`src/rtl/cab_pkg.sv`:
```
`default_nettype none
package cab_pkg;
  // Data and address widths
  localparam int DATA_W = 8;
  localparam int WORD_W = 16;
  localparam int PC_W_DEF = 16;
  localparam int PC_W_MIN = 12;
  localparam int OFFS_W = 12;
  localparam int KW_W = 6;
  // Status flag positions
  localparam int FLG_C = 0;
  localparam int FLG_Z = 1;
  localparam int FLG_N = 2;
  localparam int FLG_V = 3;
  localparam int FLG_S = 4;
  localparam int FLG_H = 5;
  // Values
  localparam logic [7:0] SREG_RST = 8'h00;
  localparam logic [7:0] ALL_ONES = 8'hFF;
  localparam logic [7:0] ZERO_8 = 8'h00;
  localparam logic [7:0] ONE_8 = 8'h01;
  // Cycle counts
  localparam logic [1:0] CYC_ONE = 2'h1;
  localparam logic [1:0] CYC_TWO = 2'h2;
  localparam logic [1:0] CYC_THREE = 2'h3;

  typedef enum logic [5:0] {
    OP_ADD, OP_ADD_CARRY, OP_PAIR_PLUS_CONST, OP_REG_DIFF, OP_CONST_DIFFERENCE,
    OP_REG_DIFF_BORROW, OP_CONST_DIFF_BORROW, OP_PAIR_MINUS_CONST, OP_AND_REGS,
    OP_MASK_AND_CONST, OP_OR_REGS, OP_MASK_OR_CONST, OP_EXCLUSIVE_OR_REGS,
    OP_ONES_COMPLEMENT, OP_TWOS_COMPLEMENT, OP_SET_BITS, OP_CLEAR_BITS,
    OP_PLUS_ONE, OP_MINUS_ONE, OP_ZERO_SIGN_TEST, OP_ZERO_REGISTER, OP_ONES_REGISTER,
    OP_PRODUCT_UNSIGNED, OP_PRODUCT_SIGNED, OP_PRODUCT_MIXED, OP_FRAC_PRODUCT_UNSIGNED,
    OP_FRAC_PRODUCT_SIGNED, OP_FRAC_PRODUCT_MIXED, OP_RELATIVE_JUMP, OP_POINTER_JUMP,
    OP_ABSOLUTE_JUMP, OP_RELATIVE_CALL
  } cab_op_t;

  function automatic logic [1:0] cab_cycles(input cab_op_t op);
    case (op)
      OP_PAIR_PLUS_CONST, OP_PAIR_MINUS_CONST, OP_PRODUCT_UNSIGNED, OP_PRODUCT_SIGNED,
      OP_PRODUCT_MIXED, OP_FRAC_PRODUCT_UNSIGNED, OP_FRAC_PRODUCT_SIGNED,
      OP_FRAC_PRODUCT_MIXED, OP_RELATIVE_JUMP, OP_POINTER_JUMP: cab_cycles = CYC_TWO;
      OP_ABSOLUTE_JUMP, OP_RELATIVE_CALL: cab_cycles = CYC_THREE;
      default: cab_cycles = CYC_ONE;
    endcase
  endfunction : cab_cycles
endpackage : cab_pkg
`default_nettype wire

```
`src/rtl/cab_dp_if.sv`:
```
`timescale 1ns/1ps
`default_nettype none
interface cab_dp_if;
  // Adder operands and results
  logic [7:0] alu_a;
  logic [7:0] alu_b;
  logic alu_cin;
  logic alu_sub;
  logic [7:0] alu_r;
  logic alu_c;
  logic alu_h;
  logic alu_v;
  // Multiplier operands and results
  logic [7:0] mul_a;
  logic [7:0] mul_b;
  logic mul_sa;
  logic mul_sb;
  logic mul_frac;
  logic [15:0] mul_r;
  logic mul_c;
  modport core (output alu_a, alu_b, alu_cin, alu_sub, mul_a, mul_b, mul_sa, mul_sb, mul_frac,
                input alu_r, alu_c, alu_h, alu_v, mul_r, mul_c);
  modport alu (input alu_a, alu_b, alu_cin, alu_sub, output alu_r, alu_c, alu_h, alu_v);
  modport mul (input mul_a, mul_b, mul_sa, mul_sb, mul_frac, output mul_r, mul_c);
endinterface : cab_dp_if
`default_nettype wire

```
`src/rtl/cab_alu8.sv`:
```
`timescale 1ns/1ps
`default_nettype none
module cab_alu8 (
  // Adder port
  cab_dp_if.alu bus
);
  logic [7:0] opb;
  logic cin_eff;
  logic [8:0] sum;
  logic [4:0] low;

  // Subtract as add of inverted operand, carry becomes borrow
  assign opb = bus.alu_sub ? ~bus.alu_b : bus.alu_b;
  assign cin_eff = bus.alu_sub ? ~bus.alu_cin : bus.alu_cin;
  assign sum = {1'b0, bus.alu_a} + {1'b0, opb} + {8'h00, cin_eff};
  assign low = {1'b0, bus.alu_a[3:0]} + {1'b0, opb[3:0]} + {4'h0, cin_eff};
  assign bus.alu_r = sum[7:0];
  assign bus.alu_c = bus.alu_sub ? ~sum[8] : sum[8];
  assign bus.alu_h = bus.alu_sub ? ~low[4] : low[4];
  assign bus.alu_v = (bus.alu_a[7] == opb[7]) && (sum[7] != bus.alu_a[7]);
endmodule : cab_alu8
`default_nettype wire

```
`src/rtl/cab_datapath.sv`:
```
// Contract
// (RULE_01) Add registers, optional carry, five flags, one cycle
// (RULE_02) Pair plus constant, Z C N V S, two cycles
// (RULE_03) Subtract register or constant, five flags, one cycle
// (RULE_04) Subtract with borrow, register or constant, one cycle
// (RULE_05) Pair minus constant, Z C N V S, two cycles
// (RULE_06) AND register or constant, Z N V, one cycle
// (RULE_07) OR reg/const, XOR regs, Z N V, one cycle
// (RULE_08) Set bits ORs mask, Z N V, one cycle
// (RULE_09) Clear bits ANDs inverted mask, one cycle
// (RULE_10) Test ANDs register with itself, Z N V
// (RULE_11) Integer multiply into R1:R0, Z C, two cycles
// (RULE_12) Fractional multiply shifted left one, two cycles
// (RULE_13) Relative jump two, call three, PC+k+1
// (RULE_14) Pointer jump two cycles, absolute jump three
// (RULE_15) Ones and twos complement, one cycle
// (RULE_16) Increment, decrement, clear, set register, one cycle
`timescale 1ns/1ps
`default_nettype none
module cab_datapath #(
  parameter int PC_W = cab_pkg::PC_W_DEF
) (
  // Clock and reset
  input wire logic clk,
  input wire logic reset,
  // Operation request
  input wire logic op_valid,
  input wire logic [5:0] op_code,
  input wire logic [7:0] dst_val,
  input wire logic [7:0] src_reg,
  input wire logic [7:0] imm_val,
  input wire logic [15:0] pair_val,
  input wire logic [PC_W-1:0] pc_val,
  input wire logic [PC_W-1:0] z_ptr,
  input wire logic [PC_W-1:0] abs_addr,
  input wire logic [11:0] rel_offset,
  // Results
  output logic busy,
  output logic done,
  output logic dst_we,
  output logic [7:0] dst_data,
  output logic pair_we,
  output logic prod_we,
  output logic [15:0] word_data,
  output logic pc_we,
  output logic [PC_W-1:0] pc_data,
  output logic ret_push,
  output logic [PC_W-1:0] ret_addr,
  output logic [7:0] sreg
);
  typedef enum logic {ST_IDLE, ST_WAIT} cab_st_t;
  typedef struct packed {
    cab_st_t st;
    logic [1:0] cnt;
    logic busy;
    logic done;
    logic dst_we;
    logic pair_we;
    logic prod_we;
    logic pc_we;
    logic push;
    logic a_dst;
    logic a_pair;
    logic a_prod;
    logic a_pc;
    logic a_push;
    logic [7:0] dst;
    logic [15:0] word;
    logic [PC_W-1:0] pc;
    logic [PC_W-1:0] ret;
    logic [7:0] fp;
    logic [7:0] sreg;
  } cab_state_t;

  cab_state_t q;
  cab_state_t next_q;
  cab_pkg::cab_op_t op_sel;
  logic acc;
  logic [PC_W-1:0] rel_sum;

  if (PC_W < cab_pkg::PC_W_MIN) begin : g_chk
    $error("PC_W too narrow for the relative offset");
  end

  cab_dp_if dp();
  cab_alu8 u_alu (.bus(dp.alu));
  cab_mul8 u_mul (.bus(dp.mul));

  ////////////////////////////////////////////////////////////////////////////
  // Operand steering
  assign op_sel = cab_pkg::cab_op_t'(op_code);
  assign acc = op_valid && (q.st == ST_IDLE);
  assign rel_sum = pc_val + PC_W'($signed(rel_offset)) + PC_W'(1);
  assign dp.alu_sub = op_sel inside {cab_pkg::OP_REG_DIFF, cab_pkg::OP_CONST_DIFFERENCE,
    cab_pkg::OP_REG_DIFF_BORROW, cab_pkg::OP_CONST_DIFF_BORROW, cab_pkg::OP_TWOS_COMPLEMENT,
    cab_pkg::OP_MINUS_ONE};
  assign dp.alu_a = (op_sel == cab_pkg::OP_TWOS_COMPLEMENT) ? cab_pkg::ZERO_8 : dst_val;
  assign dp.alu_b = (op_sel == cab_pkg::OP_TWOS_COMPLEMENT) ? dst_val :
    (op_sel inside {cab_pkg::OP_PLUS_ONE, cab_pkg::OP_MINUS_ONE}) ? cab_pkg::ONE_8 :
    (op_sel inside {cab_pkg::OP_CONST_DIFFERENCE, cab_pkg::OP_CONST_DIFF_BORROW}) ? imm_val :
    src_reg;
  assign dp.alu_cin = (op_sel inside {cab_pkg::OP_ADD_CARRY, cab_pkg::OP_REG_DIFF_BORROW,
    cab_pkg::OP_CONST_DIFF_BORROW}) && q.sreg[cab_pkg::FLG_C];
  assign dp.mul_a = dst_val;
  assign dp.mul_b = src_reg;
  assign dp.mul_sa = op_sel inside {cab_pkg::OP_PRODUCT_SIGNED, cab_pkg::OP_PRODUCT_MIXED,
    cab_pkg::OP_FRAC_PRODUCT_SIGNED, cab_pkg::OP_FRAC_PRODUCT_MIXED};
  assign dp.mul_sb = op_sel inside {cab_pkg::OP_PRODUCT_SIGNED, cab_pkg::OP_FRAC_PRODUCT_SIGNED};
  assign dp.mul_frac = op_sel inside {cab_pkg::OP_FRAC_PRODUCT_UNSIGNED,
    cab_pkg::OP_FRAC_PRODUCT_SIGNED, cab_pkg::OP_FRAC_PRODUCT_MIXED};

  ////////////////////////////////////////////////////////////////////////////
  // Next state
  always_comb begin
    logic [7:0] f;
    logic [7:0] lr;
    logic [16:0] ws;
    logic [1:0] cyc;
    logic zn;
    f = q.sreg;
    lr = dst_val;
    ws = '0;
    cyc = cab_pkg::CYC_ONE;
    zn = 1'b0;
    next_q = q;
    next_q.done = 1'b0;
    next_q.dst_we = 1'b0;
    next_q.pair_we = 1'b0;
    next_q.prod_we = 1'b0;
    next_q.pc_we = 1'b0;
    next_q.push = 1'b0;
    case (q.st)
      ST_IDLE: begin
        if (op_valid) begin
          next_q.a_dst = 1'b1;
          next_q.a_pair = 1'b0;
          next_q.a_prod = 1'b0;
          next_q.a_pc = 1'b0;
          next_q.a_push = 1'b0;
          next_q.ret = pc_val + PC_W'(1);
          case (op_sel)
            cab_pkg::OP_ADD, cab_pkg::OP_ADD_CARRY, cab_pkg::OP_REG_DIFF,
            cab_pkg::OP_CONST_DIFFERENCE, cab_pkg::OP_REG_DIFF_BORROW,
            cab_pkg::OP_CONST_DIFF_BORROW, cab_pkg::OP_TWOS_COMPLEMENT: begin
              lr = dp.alu_r; // [RULE_01] [RULE_03] [RULE_04] [RULE_15]
              f[cab_pkg::FLG_C] = dp.alu_c;
              f[cab_pkg::FLG_H] = dp.alu_h;
              f[cab_pkg::FLG_V] = dp.alu_v;
              zn = 1'b1;
            end
            cab_pkg::OP_PLUS_ONE, cab_pkg::OP_MINUS_ONE: begin
              lr = dp.alu_r; // [RULE_16]
              f[cab_pkg::FLG_V] = dp.alu_v;
              zn = 1'b1;
            end
            cab_pkg::OP_PAIR_PLUS_CONST, cab_pkg::OP_PAIR_MINUS_CONST: begin
              next_q.a_dst = 1'b0;
              next_q.a_pair = 1'b1;
              if (op_sel == cab_pkg::OP_PAIR_PLUS_CONST) begin
                ws = {1'b0, pair_val} + {11'h000, imm_val[cab_pkg::KW_W-1:0]}; // [RULE_02]
                f[cab_pkg::FLG_V] = ~pair_val[15] & ws[15];
                f[cab_pkg::FLG_C] = pair_val[15] & ~ws[15];
              end else begin
                ws = {1'b0, pair_val} - {11'h000, imm_val[cab_pkg::KW_W-1:0]}; // [RULE_05]
                f[cab_pkg::FLG_V] = pair_val[15] & ~ws[15];
                f[cab_pkg::FLG_C] = ~pair_val[15] & ws[15];
              end
              next_q.word = ws[15:0];
              f[cab_pkg::FLG_Z] = (ws[15:0] == 16'h0000);
              f[cab_pkg::FLG_N] = ws[15];
              f[cab_pkg::FLG_S] = ws[15] ^ f[cab_pkg::FLG_V];
            end
            cab_pkg::OP_AND_REGS: begin
              lr = dst_val & src_reg; // [RULE_06]
              zn = 1'b1;
            end
            cab_pkg::OP_MASK_AND_CONST: begin
              lr = dst_val & imm_val; // [RULE_06]
              zn = 1'b1;
            end
            cab_pkg::OP_OR_REGS: begin
              lr = dst_val | src_reg; // [RULE_07]
              zn = 1'b1;
            end
            cab_pkg::OP_MASK_OR_CONST, cab_pkg::OP_SET_BITS: begin
              lr = dst_val | imm_val; // [RULE_07] [RULE_08]
              zn = 1'b1;
            end
            cab_pkg::OP_EXCLUSIVE_OR_REGS: begin
              lr = dst_val ^ src_reg; // [RULE_07]
              zn = 1'b1;
            end
            cab_pkg::OP_CLEAR_BITS: begin
              lr = dst_val & (cab_pkg::ALL_ONES - imm_val); // [RULE_09]
              zn = 1'b1;
            end
            cab_pkg::OP_ZERO_SIGN_TEST: begin
              lr = dst_val & dst_val; // [RULE_10]
              zn = 1'b1;
            end
            cab_pkg::OP_ONES_COMPLEMENT: begin
              lr = cab_pkg::ALL_ONES - dst_val; // [RULE_15]
              f[cab_pkg::FLG_C] = 1'b1;
              zn = 1'b1;
            end
            cab_pkg::OP_ZERO_REGISTER: begin
              lr = dst_val ^ dst_val; // [RULE_16]
              zn = 1'b1;
            end
            cab_pkg::OP_ONES_REGISTER: begin
              lr = cab_pkg::ALL_ONES; // [RULE_16]
            end
            cab_pkg::OP_PRODUCT_UNSIGNED, cab_pkg::OP_PRODUCT_SIGNED, cab_pkg::OP_PRODUCT_MIXED,
            cab_pkg::OP_FRAC_PRODUCT_UNSIGNED, cab_pkg::OP_FRAC_PRODUCT_SIGNED,
            cab_pkg::OP_FRAC_PRODUCT_MIXED: begin
              next_q.a_dst = 1'b0;
              next_q.a_prod = 1'b1;
              next_q.word = dp.mul_r; // [RULE_11] [RULE_12]
              f[cab_pkg::FLG_C] = dp.mul_c;
              f[cab_pkg::FLG_Z] = (dp.mul_r == 16'h0000);
            end
            cab_pkg::OP_RELATIVE_JUMP, cab_pkg::OP_RELATIVE_CALL: begin
              next_q.a_dst = 1'b0;
              next_q.a_pc = 1'b1;
              next_q.a_push = (op_sel == cab_pkg::OP_RELATIVE_CALL);
              next_q.pc = rel_sum; // [RULE_13]
            end
            cab_pkg::OP_POINTER_JUMP, cab_pkg::OP_ABSOLUTE_JUMP: begin
              next_q.a_dst = 1'b0;
              next_q.a_pc = 1'b1;
              next_q.pc = (op_sel == cab_pkg::OP_POINTER_JUMP) ? z_ptr : abs_addr; // [RULE_14]
            end
            default: begin
              next_q.a_dst = 1'b0;
            end
          endcase
          if (zn) begin
            f[cab_pkg::FLG_Z] = (lr == cab_pkg::ZERO_8);
            f[cab_pkg::FLG_N] = lr[7];
            if (!(op_sel inside {cab_pkg::OP_ADD, cab_pkg::OP_ADD_CARRY, cab_pkg::OP_REG_DIFF,
                cab_pkg::OP_CONST_DIFFERENCE, cab_pkg::OP_REG_DIFF_BORROW,
                cab_pkg::OP_CONST_DIFF_BORROW, cab_pkg::OP_TWOS_COMPLEMENT,
                cab_pkg::OP_PLUS_ONE, cab_pkg::OP_MINUS_ONE})) begin
              f[cab_pkg::FLG_V] = 1'b0; // [RULE_06] [RULE_07]
            end
          end
          // Borrow chain keeps zero only if previous result was zero
          if (op_sel inside {cab_pkg::OP_REG_DIFF_BORROW, cab_pkg::OP_CONST_DIFF_BORROW}) begin
            f[cab_pkg::FLG_Z] = f[cab_pkg::FLG_Z] & q.sreg[cab_pkg::FLG_Z]; // [RULE_04]
          end
          next_q.dst = lr;
          cyc = cab_pkg::cab_cycles(op_sel);
          if (cyc == cab_pkg::CYC_ONE) begin
            next_q.done = 1'b1;
            next_q.sreg = f;
            next_q.dst_we = next_q.a_dst;
          end else begin
            next_q.st = ST_WAIT;
            next_q.busy = 1'b1;
            next_q.cnt = cyc - cab_pkg::CYC_ONE;
            next_q.fp = f;
          end
        end
      end
      ST_WAIT: begin
        next_q.cnt = q.cnt - cab_pkg::CYC_ONE;
        if (q.cnt == cab_pkg::CYC_ONE) begin
          next_q.st = ST_IDLE;
          next_q.busy = 1'b0;
          next_q.done = 1'b1;
          next_q.sreg = q.fp;
          next_q.dst_we = q.a_dst;
          next_q.pair_we = q.a_pair;
          next_q.prod_we = q.a_prod;
          next_q.pc_we = q.a_pc;
          next_q.push = q.a_push;
        end
      end
      default: begin
        next_q.st = ST_IDLE;
        next_q.busy = 1'b0;
      end
    endcase
  end

  always_ff @(posedge clk or posedge reset) begin
    if (reset) begin
      q <= '0;
      q.sreg <= cab_pkg::SREG_RST;
    end else begin
      q <= next_q;
    end
  end

  ////////////////////////////////////////////////////////////////////////////
  // Outputs
  assign busy = q.busy;
  assign done = q.done;
  assign dst_we = q.dst_we;
  assign dst_data = q.dst;
  assign pair_we = q.pair_we;
  assign prod_we = q.prod_we;
  assign word_data = q.word;
  assign pc_we = q.pc_we;
  assign pc_data = q.pc;
  assign ret_push = q.push;
  assign ret_addr = q.ret;
  assign sreg = q.sreg;
endmodule : cab_datapath
`default_nettype wire

```
`src/rtl/cab_mul8.sv`:
```
`timescale 1ns/1ps
`default_nettype none
module cab_mul8 (
  // Multiplier port
  cab_dp_if.mul bus
);
  logic signed [8:0] ea;
  logic signed [8:0] eb;
  logic signed [17:0] prod;
  logic [15:0] p16;

  // Sign extend per operand, one signed multiplier serves all forms
  assign ea = {bus.mul_sa & bus.mul_a[7], bus.mul_a};
  assign eb = {bus.mul_sb & bus.mul_b[7], bus.mul_b};
  assign prod = ea * eb;
  assign p16 = prod[15:0];
  assign bus.mul_c = p16[15];
  assign bus.mul_r = bus.mul_frac ? {p16[14:0], 1'b0} : p16;
endmodule : cab_mul8
`default_nettype wire

```
`config.mk`:
```
export PLATFORM = sky130hd
export DESIGN_NAME = cab_datapath
export DESIGN_NICKNAME = d
export VERILOG_FILES = /design/src/rtl/cab_pkg.sv /design/src/rtl/cab_dp_if.sv /design/src/rtl/cab_alu8.sv /design/src/rtl/cab_datapath.sv /design/src/rtl/cab_mul8.sv
export SDC_FILE = /design/constraint.sdc
export NUM_CORES = 1
export LEC_CHECK = 0
export BUFFER_PORTS_ARGS = -buffer_cell sky130_fd_sc_hd__buf_4
export CAP_MARGIN = 20
export CORE_ASPECT_RATIO = 2
export CORE_MARGIN = 5
export CORE_UTILIZATION = 59
export DETAILED_ROUTE_END_ITERATION = 16
export HOLD_SLACK_MARGIN = 0.12
export PLACE_DENSITY = 0.88
export SLEW_MARGIN = 15
export SYNTH_ARGS = -nofsm -noshare
export SYNTH_HDL_FRONTEND = slang
export SYNTH_SLANG_ARGS = --single-unit
export TNS_END_PERCENT = 100
```
`constraint.sdc`:
```
create_clock -name clk -period 3.9 [get_ports clk]
set_clock_uncertainty 0.2 [all_clocks]
set_input_delay 0.39 -clock clk [delete_from_list [all_inputs] [get_ports clk]]
set_output_delay 0.39 -clock clk [all_outputs]
set_load 0.01 [all_outputs]
```
; Word-level counts from Yosys, hierarchy flattened
; Memory sizes are Yosys's and may differ from the RTL's.
; Cells that the tools add are included.
[op_classes]
add_sub_neg = 13
n_mul = 1
eq_ne = 39
mux = 57
n_bitwise = 25
n_reduce_logical = 35
[ops]
columns = operator, count
row1 = "6-bit by 5-bit equality test with 1-bit output, second input constant", 16
row2 = 16-bit 2-to-1 mux, 6
row3 = 8-bit case mux with 11 select lines, 1
row4 = 8-bit 2-to-1 mux, 8
row5 = 16-bit case mux with 2 select lines, 2
row6 = "6-bit by 4-bit equality test with 1-bit output, second input constant", 8
row7 = "16-bit by 1-bit adder with 16-bit output, second input constant", 2
row8 = 8-bit AND, 4
row9 = 16-bit zero test, 2
row10 = "6-bit by 3-bit equality test with 1-bit output, second input constant", 4
row11 = 1-bit 2-to-1 mux, 22
row12 = 20-bit OR reduction, 1
row13 = 19-bit OR reduction, 1
row14 = 6-bit 2-to-1 mux, 3
row15 = 16-bit adder, 1
row16 = 16-bit by 6-bit adder with 16-bit output, 1
row17 = 9-bit by 9-bit multiplier with 16-bit output, 1
row18 = 8-bit bitwise OR, 2
row19 = 8-bit case mux with 2 select lines, 1
row20 = 16-bit by 6-bit subtractor with 16-bit output, 1
row21 = "8-bit subtractor, first input constant", 2
row22 = 8-bit bitwise XOR, 2
row23 = 3-bit AND reduction, 5
row24 = "6-bit by 2-bit equality test with 1-bit output, second input constant", 2
row25 = 36 further kinds, 72
[totals]
regBits = 87
mem_bits_ro = 64
input_bits = 109
output_inout_bits = 71
elab_cells = 192
n_memories = 1
[memory_table]
columns = name, depth, word_bits, read_ports, rd_clocked_by_memory_dff, wr, line_no
row1 = (no name shown), 32, 2, 1, 0, 0, cab_pkg.sv:39  ; case (op)

; Logic depth before layout (Yosys ltp)
[logic_depth]
ltp_word = 21
mapped_depth = 25
mapped_depth_nobuf = 24

; By module
; Synthesis repeated with hierarchy kept, for this count alone.
[hier_totals]
cells_unflattened = 1382
hier_area_um2 = 11104.4
[modules_own_cells]
columns = mod, instances, cells_each, area_each_um2, seq_area_each_um2
row1 = cab_datapath, 1, 1003, 7775.0, 2177.1
row2 = cab_mul8, 1, 329, 2905.3, 0.0
row3 = cab_alu8, 1, 50, 424.2, 0.0

; Least setup slack after synthesis
; Ideal clock, no wire load.
[synth_path]
path_kind = input-to-reg
startpoint = input port op_code[0]
endpoint = register q[9] (netlist name)
setup_time_ns = 0.077
arrival_time_ns = 6.481
t_required_ns = 3.623
setup_slack_ns = -2.858
path_stages = 24
n_path_buf = 2
path_cell_list = buf_2 -> clkbuf_1 -> mux2i_1 -> nand4_1 -> or2_2 -> fa_1 -> fa_1 -> inv_1 -> fa_1 -> fa_1 -> inv_1 -> fa_1 -> inv_1 -> ha_1 -> o21ai_0 -> o21ai_1 -> a2111oi_2 -> nor2_1 -> xnor2_1 -> o211ai_1 -> a2111o_1 -> a31oi_1 -> o21ai_1 -> o21ai_1
[synth_between]
elab_chain_cells = 18
word_cells_on_any_way = 82
classes_between = 2 x add/sub / 1 x mul / 28 x eq/ne / 25 x mux / 6 x bitwise / 19 x reduce/logical / 1 x memory
[synth_rtl]
columns = element, line_no
row1 = start: declaration, cab_datapath.sv:28  ; input wire logic [5:0] op_code,
row2 = "6-bit by 3-bit equality test with 1-bit output, on equally long branches", -
row3 = 2-bit nonzero test, cab_datapath.sv:100  ; (op_sel inside {cab_pkg::OP_CONST_DIFFERENCE, cab_pkg::OP_CONST_DIFF_BORROW}) ? imm_val :
row4 = 8-bit 2-to-1 mux, cab_datapath.sv:100
row5 = 8-bit 2-to-1 mux, cab_datapath.sv:99  ; (op_sel inside {cab_pkg::OP_PLUS_ONE, cab_pkg::OP_MINUS_ONE}) ? cab_pkg::ONE_8 :
row6 = 8-bit 2-to-1 mux, cab_datapath.sv:98  ; assign dp.alu_b = (op_sel == cab_pkg::OP_TWOS_COMPLEMENT) ? dst_val :
row7 = 8-bit inverter, cab_alu8.sv:13  ; assign opb = bus.alu_sub ? ~bus.alu_b : bus.alu_b;
row8 = 8-bit 2-to-1 mux, cab_alu8.sv:13
row9 = 8-bit by 8-bit adder with 9-bit output, cab_alu8.sv:15  ; assign sum = {1'b0, bus.alu_a} + {1'b0, opb} + {8'h00, cin_eff};
row10 = (+2 left out), -
row11 = 8-bit 2-to-1 mux, cab_datapath.sv:134  ; if (op_valid) begin
row12 = 8-bit 2-to-1 mux, cab_datapath.sv:132  ; case (q.st)
row13 = 8-bit zero test, cab_datapath.sv:238  ; f[cab_pkg::FLG_Z] = (lr == cab_pkg::ZERO_8);
row14 = 3-bit 2-to-1 mux, cab_datapath.sv:237  ; if (zn) begin
row15 = 3-bit 2-to-1 mux, cab_datapath.sv:134
row16 = 3-bit 2-to-1 mux, cab_datapath.sv:132
row17 = 1-bit AND, cab_datapath.sv:249  ; f[cab_pkg::FLG_Z] = f[cab_pkg::FLG_Z] & q.sreg[cab_pkg::FLG_Z];
row18 = 1-bit 2-to-1 mux, cab_datapath.sv:248  ; if (op_sel inside {cab_pkg::OP_REG_DIFF_BORROW, cab_pkg::OP_CONST_DIFF_BORROW}) begin
row19 = end signal: assignment, cab_datapath.sv:291  ; q <= next_q;
row20 = end: declaration, cab_datapath.sv:75  ; cab_state_t q;
; Several ways; a longest one is shown, not always the timed one. The select of a mux whose other input is x is not followed.
; A chain may end at the register's enable or synchronous reset.

; Final worst setup path
[layout_path]
startpoint = input port op_code[4]
endpoint = register, netlist name sreg[1]
[layout_between]
elab_chain_cells = 21
word_cells_on_any_way = 85
classes_between = 2 x add/sub / 1 x mul / 29 x eq/ne / 28 x mux / 5 x bitwise / 19 x reduce/logical / 1 x memory
[layout_rtl]
columns = element, line_no
row1 = "6-bit by 3-bit equality test with 1-bit output, on equally long branches", -
row2 = 2-bit nonzero test, cab_datapath.sv:100
row3 = 8-bit 2-to-1 mux, cab_datapath.sv:100
row4 = 8-bit 2-to-1 mux, cab_datapath.sv:99
row5 = 8-bit 2-to-1 mux, cab_datapath.sv:98
row6 = 8-bit inverter, cab_alu8.sv:13
row7 = 8-bit 2-to-1 mux, cab_alu8.sv:13
row8 = 8-bit by 8-bit adder with 9-bit output, cab_alu8.sv:15
row9 = (+5 left out), -
row10 = 3-bit 2-to-1 mux, cab_datapath.sv:237
row11 = 3-bit 2-to-1 mux, cab_datapath.sv:134
row12 = 3-bit 2-to-1 mux, cab_datapath.sv:132
row13 = 1-bit AND, cab_datapath.sv:249
row14 = 1-bit 2-to-1 mux, cab_datapath.sv:248
row15 = 6-bit 2-to-1 mux, cab_datapath.sv:253  ; if (cyc == cab_pkg::CYC_ONE) begin
row16 = 6-bit 2-to-1 mux, cab_datapath.sv:134
row17 = 8-bit case mux with 2 select lines, cab_datapath.sv:132
; Several ways; a longest one is shown, not always the timed one. The select of a mux whose other input is x is not followed.

==> results_tabular.tex <==
\begin{tabular}{lr}
\hline
Metric & Value \\
\hline
\multicolumn{2}{l}{\textbf{Outcome}} \\
Result of the run & finished with violations \\
Violations in the final reports & negative setup slack \\
\multicolumn{2}{l}{\textbf{Yosys}} \\
Synth Area in XOR/XNOR & 6.21\% \\
Combined area of all synthesized cells & 10900 sq um \\
Cell taking the most area after synthesis & sky130\_fd\_sc\_hd\_\_dfrtp\_1 \\
Average instance area after synthesis & 7.97 sq um \\
Dominant combinational cell family by area after synthesis & adder cells \\
Simple-gate share of the synthesized area & 20.1\% \\
Post-Synth Adder-Cell Area & 21.9\% \\
Fraction of registers with async set/reset & 100\% \\
Primary flip-flop cell chosen by synthesis mapping & sky130\_fd\_sc\_hd\_\_dfrtp\_1 \\
Yosys synthesis warning count & 0 \\
Post-synthesis compound-gate area fraction & 16.6\% \\
Largest cells by area after synthesis & sky130\_fd\_sc\_hd\_\_dfrtp\_1 20\%, sky130\_fd\_sc\_hd\_\_fa\_1 12\%, sky130\_fd\_sc\_hd\_\_ha\_1 9.4\% \\
Portion of the post-synthesis area used by sequential elements & 19.9\% \\
Share of synthesized area spent on multiplexers & 4.27\% \\
Area share of the largest cell type after synthesis & 19.9\% \\
Count of state elements after synthesis & 87 \\
Number of synthesized flops with an enable pin & 0 \\
Number of distinct library cells after synthesis & 73 \\
Synthesized net count & 1632 \\
Gate Count Post-Synth & 1373 \\
\multicolumn{2}{l}{\textbf{Worst setup path}} \\
Nature of the critical path endpoint & register \\
Combined buffer and inverter count along the critical path & 4 \\
Critical-path maximum fanout & 5 \\
Required time at the worst-slack endpoint & 3990 ps \\
Largest delay contributor family on the critical path & adder cells \\
CP peak stage delay & 610 ps \\
Type of element launching the critical path & input pin \\
Ordered cell list for the critical path & buf\_4 -> nor2b\_1 -> buf\_4 -> nand2\_1 -> nor2\_2 -> nand2\_1 -> buf\_4 -> fa\_2 -> inv\_1 -> fa\_1 -> fa\_1 -> fa\_1 -> ha\_1 -> ha\_1 -> or3\_1 -> o21ai\_0 -> nor2\_1 -> xnor2\_2 -> a21oi\_1 -> a2111o\_1 -> a31oi\_1 -> o21ai\_1 -> o21ai\_1 \\
Critical Path AT & 6010 ps \\
Critical path class & in2reg \\
Standard cell with the maximum stage delay on the critical path & sky130\_fd\_sc\_hd\_\_fa\_1 \\
\multicolumn{2}{l}{\textbf{Drt}} \\
Vias per Instance & 6.19 \\
DR vias & 11.5k \\
\# DRC & 0 \\
Count of routing violations after the opening detailed-route iteration & 715 \\
Final Routed Wirelength & 39400 um \\
Total iterations of the first detailed-routing run & 6 \\
Average wire per cell in the routed design & 21.3 um \\
Number of nets with antenna violations after detailed routing & 0 \\
\multicolumn{2}{l}{\textbf{Floorplan}} \\
Die height & 203 um \\
Number of cell rows & 70 \\
Total core area & 18300 sq um \\
Number of placed I/O pins & 180 \\
Initial Util & 59.8\% \\
Overall die area & 21500 sq um \\
DIE WIDTH & 106 um \\
\multicolumn{2}{l}{\textbf{Timing}} \\
Setup repair after global routing missed its margin & true \\
Worst relative slew slack & 35.1\% \\
Portion of the clock cycle consumed by the worst path in the final layout & 152\% \\
Upper clock frequency limit & 0.169 GHz \\
Smallest setup slack after layout & -2020 ps \\
Final-report max-slew violation count & 0 \\
Fin. Hold Viols & 0 \\
Final worst path period need & 5920 ps \\
\# setup viols final & 16 \\
Worst Max-Slew Pin Slew & 970 ps \\
\multicolumn{2}{l}{\textbf{Global routing}} \\
Number of global-route vias before repair & 12.2k \\
Number of antenna violations at the first check in global routing & 1 \\
Total global-route track usage & 35.6\% \\
Wire length of the first global-routing pass & 59900 um \\
Pin count of the biggest net entering global routing & 50 \\
Final global-route overflow total & 0 \\
\multicolumn{2}{l}{\textbf{Place}} \\
Count of input and output buffers & 179 \\
DP Wirelength & 30400 um \\
Gpl congestion & 1.01 \\
Worst setup slack after placement & -2480 ps \\
\multicolumn{2}{l}{\textbf{Final layout}} \\
Post-layout nets & 1890 \\
Most used cells in the layout excluding fill and tap cells & 339 x sky130\_fd\_sc\_hd\_\_buf\_4, 178 x sky130\_fd\_sc\_hd\_\_nand2\_1, 109 x sky130\_fd\_sc\_hd\_\_inv\_1 \\
Most common cell after layout, fill and taps aside & sky130\_fd\_sc\_hd\_\_buf\_4 \\
Share of cells above drive strength 1 & 31.8\% \\
Area Overhead vs Synth & 32.0\% \\
Fillcell total & 1181 \\
\multicolumn{2}{l}{\textbf{Clocking}} \\
Deepest clock path buffer count & 2 \\
TritonCTS clock tree & done \\
Clock Root Buffer & sky130\_fd\_sc\_hd\_\_clkbuf\_16 \\
H-tree Lvls & 3 \\
Clock Pin Slew Worst Setup and Hold Paths & 80 ps \\
Latest clock arrival within the worst-skew pair & 360 ps \\
TritonCTS Sinks & 87 \\
Number of clock buffers inserted by TritonCTS & 9 \\
\multicolumn{2}{l}{\textbf{Power}} \\
Power density relative to cell area & 490 nW/um\^{}2 \\
Cell leakage power & 0.00691 uW \\
Pwr Total & 7080 uW \\
Peak supply drop & 0.305 mV \\
\multicolumn{2}{l}{\textbf{Hold path}} \\
Worst min-delay path class & in2reg \\
\multicolumn{2}{l}{\textbf{Run}} \\
Max-cap violation count & 0 \\
\hline
\end{tabular}
[area by class of cell]
type,count,area [sq um],area share (%)
antenna,1,2.50,0.0173
tap,216,270,1.87
clock buffer,9,225,1.56
clock inverter,7,75.1,0.520
multi-input combinational,1035,8220,56.9
inverter,121,455,3.15
sequential,87,2180,15.1
timing repair buffer,377,3010,20.9
[power breakdown]
group	internal (uW)	switching, uW	total, uW
sequential	1250	228	1470
clock	455	437	892
combinational	2250	2460	4710
[sequential cells by signal, summed over array words and instances, names as in the netlist]
register,cells
dst_data,8
dst_we,1
busy,1
ret_push,1
pc_data,16
word_data,16
pair_we,1
prod_we,1
done,1
ret_addr,16
q,16
pc_we,1
sreg,8
[per-layer routing]
metal,routed length (um),part of all wire [%],GRT usage [%],vias up
met5,0,0,0,-
met4,4660,12,35.5,0
met1,11800,30,31.8,5390
met3,2760,7.0,6.84,299
li1,-,-,-,5094
met2,20200,51,63.9,693
[through the flow]
step / utilization (%) / hold slack [ps] / setup TNS [ps] / cells / instance area, sq um
2_1_floorplan: - / 239 / -23880 / 1373 / 11200
3_3_place_gp: 72.2 / 253 / -28990 / 1811 / 13200
3_5_place_dp: 72.2 / 263 / -31230 / 1811 / 13200
4_1_cts: 76.4 / 154 / -19080 / 1846 / 14000
5_1_grt: 78.9 / 176 / -23300 / 1853 / 14400
6_report: 78.9 / 146 / -20550 / 1853 / 14400
[worst reg2reg max path: stages, from the launching register on]
cell and delay (ps):
sky130_fd_sc_hd__dfrtp_1 370, sky130_fd_sc_hd__o211ai_1 150, sky130_fd_sc_hd__xnor2_1 200, sky130_fd_sc_hd__fa_2 450
sky130_fd_sc_hd__fa_1 460, sky130_fd_sc_hd__nand3_1 90, sky130_fd_sc_hd__nand2_1 80, sky130_fd_sc_hd__a31o_2 270
sky130_fd_sc_hd__a21o_1 220, sky130_fd_sc_hd__a21oi_1 190, sky130_fd_sc_hd__xnor2_1 170, sky130_fd_sc_hd__o211a_1 260
sky130_fd_sc_hd__a211oi_2 220, sky130_fd_sc_hd__o31ai_1 100, sky130_fd_sc_hd__o21a_1 130
[synthesized netlist by cell type (4+ instances only)]
master,count
sky130_fd_sc_hd__nand3_1,30
sky130_fd_sc_hd__a21o_1,10
sky130_fd_sc_hd__or3_1,10
sky130_fd_sc_hd__xor2_1,31
sky130_fd_sc_hd__buf_4,65
sky130_fd_sc_hd__o211ai_1,13
sky130_fd_sc_hd__o22ai_1,9
sky130_fd_sc_hd__mux2i_1,35
sky130_fd_sc_hd__o2111ai_1,9
sky130_fd_sc_hd__a211oi_1,14
sky130_fd_sc_hd__ha_1,82
sky130_fd_sc_hd__buf_2,12
sky130_fd_sc_hd__o21ai_0,77
sky130_fd_sc_hd__nor2_1,93
sky130_fd_sc_hd__o21a_1,7
sky130_fd_sc_hd__o2bb2ai_1,4
sky130_fd_sc_hd__nor4_1,5
sky130_fd_sc_hd__and3_1,12
sky130_fd_sc_hd__mux2_2,8
sky130_fd_sc_hd__inv_1,121
sky130_fd_sc_hd__o21bai_1,7
sky130_fd_sc_hd__nand2b_1,10
sky130_fd_sc_hd__fa_1,68
sky130_fd_sc_hd__nand2_1,188
sky130_fd_sc_hd__nor3_1,17
sky130_fd_sc_hd__o22a_1,4
sky130_fd_sc_hd__xnor2_1,44
sky130_fd_sc_hd__nor2b_1,25
sky130_fd_sc_hd__clkbuf_1,49
sky130_fd_sc_hd__a21oi_1,97
sky130_fd_sc_hd__nand4_1,9
sky130_fd_sc_hd__and2_1,36
sky130_fd_sc_hd__or2_2,5
sky130_fd_sc_hd__dfrtp_1,87
sky130_fd_sc_hd__o31ai_1,5
sky130_fd_sc_hd__a221oi_1,4
sky130_fd_sc_hd__o21ai_1,22
[what timing repair did]
item                                    in CTS  in global routing
hold buffers                                 2                  0
pin swaps                                   50                 44
setup buffers                               19                 12
gates cloned                                 0                  0
gates resized for setup                     78                 91
endpoints found under the setup margin      20                 19
hold endpoints to repair                    38                  0
[worst paths after layout]
path | depth (start not counted) | slack (ps) | end | startpoint
setup / recovery | 23 | -2020 | sreg[1] | op_code[4]
hold reg to reg | 2 | 280 | q[15] | q[15]
max in group asynchronous | 4 | 2230 | dst_data[3] | reset
hold / removal | 3 | 150 | ret_addr[10] | pc_val[10]
min in group asynchronous | 3 | 480 | q[15] | reset
setup reg to reg | 14 | 250 | sreg[0] | sreg[0]
[cell families (layout without fill, tap and decap cells)]
logic type,Yosys count,after routing
and+or+nand+nor,462,462
AOI/OAI and AO/OA,301,301
buffers and inverters,251,514
adders and majority gates,151,151
DFF,87,87
xor gates and xnor gates,76,76
muxes,45,45
other,0,1
(Power assumes the default switching activity.)
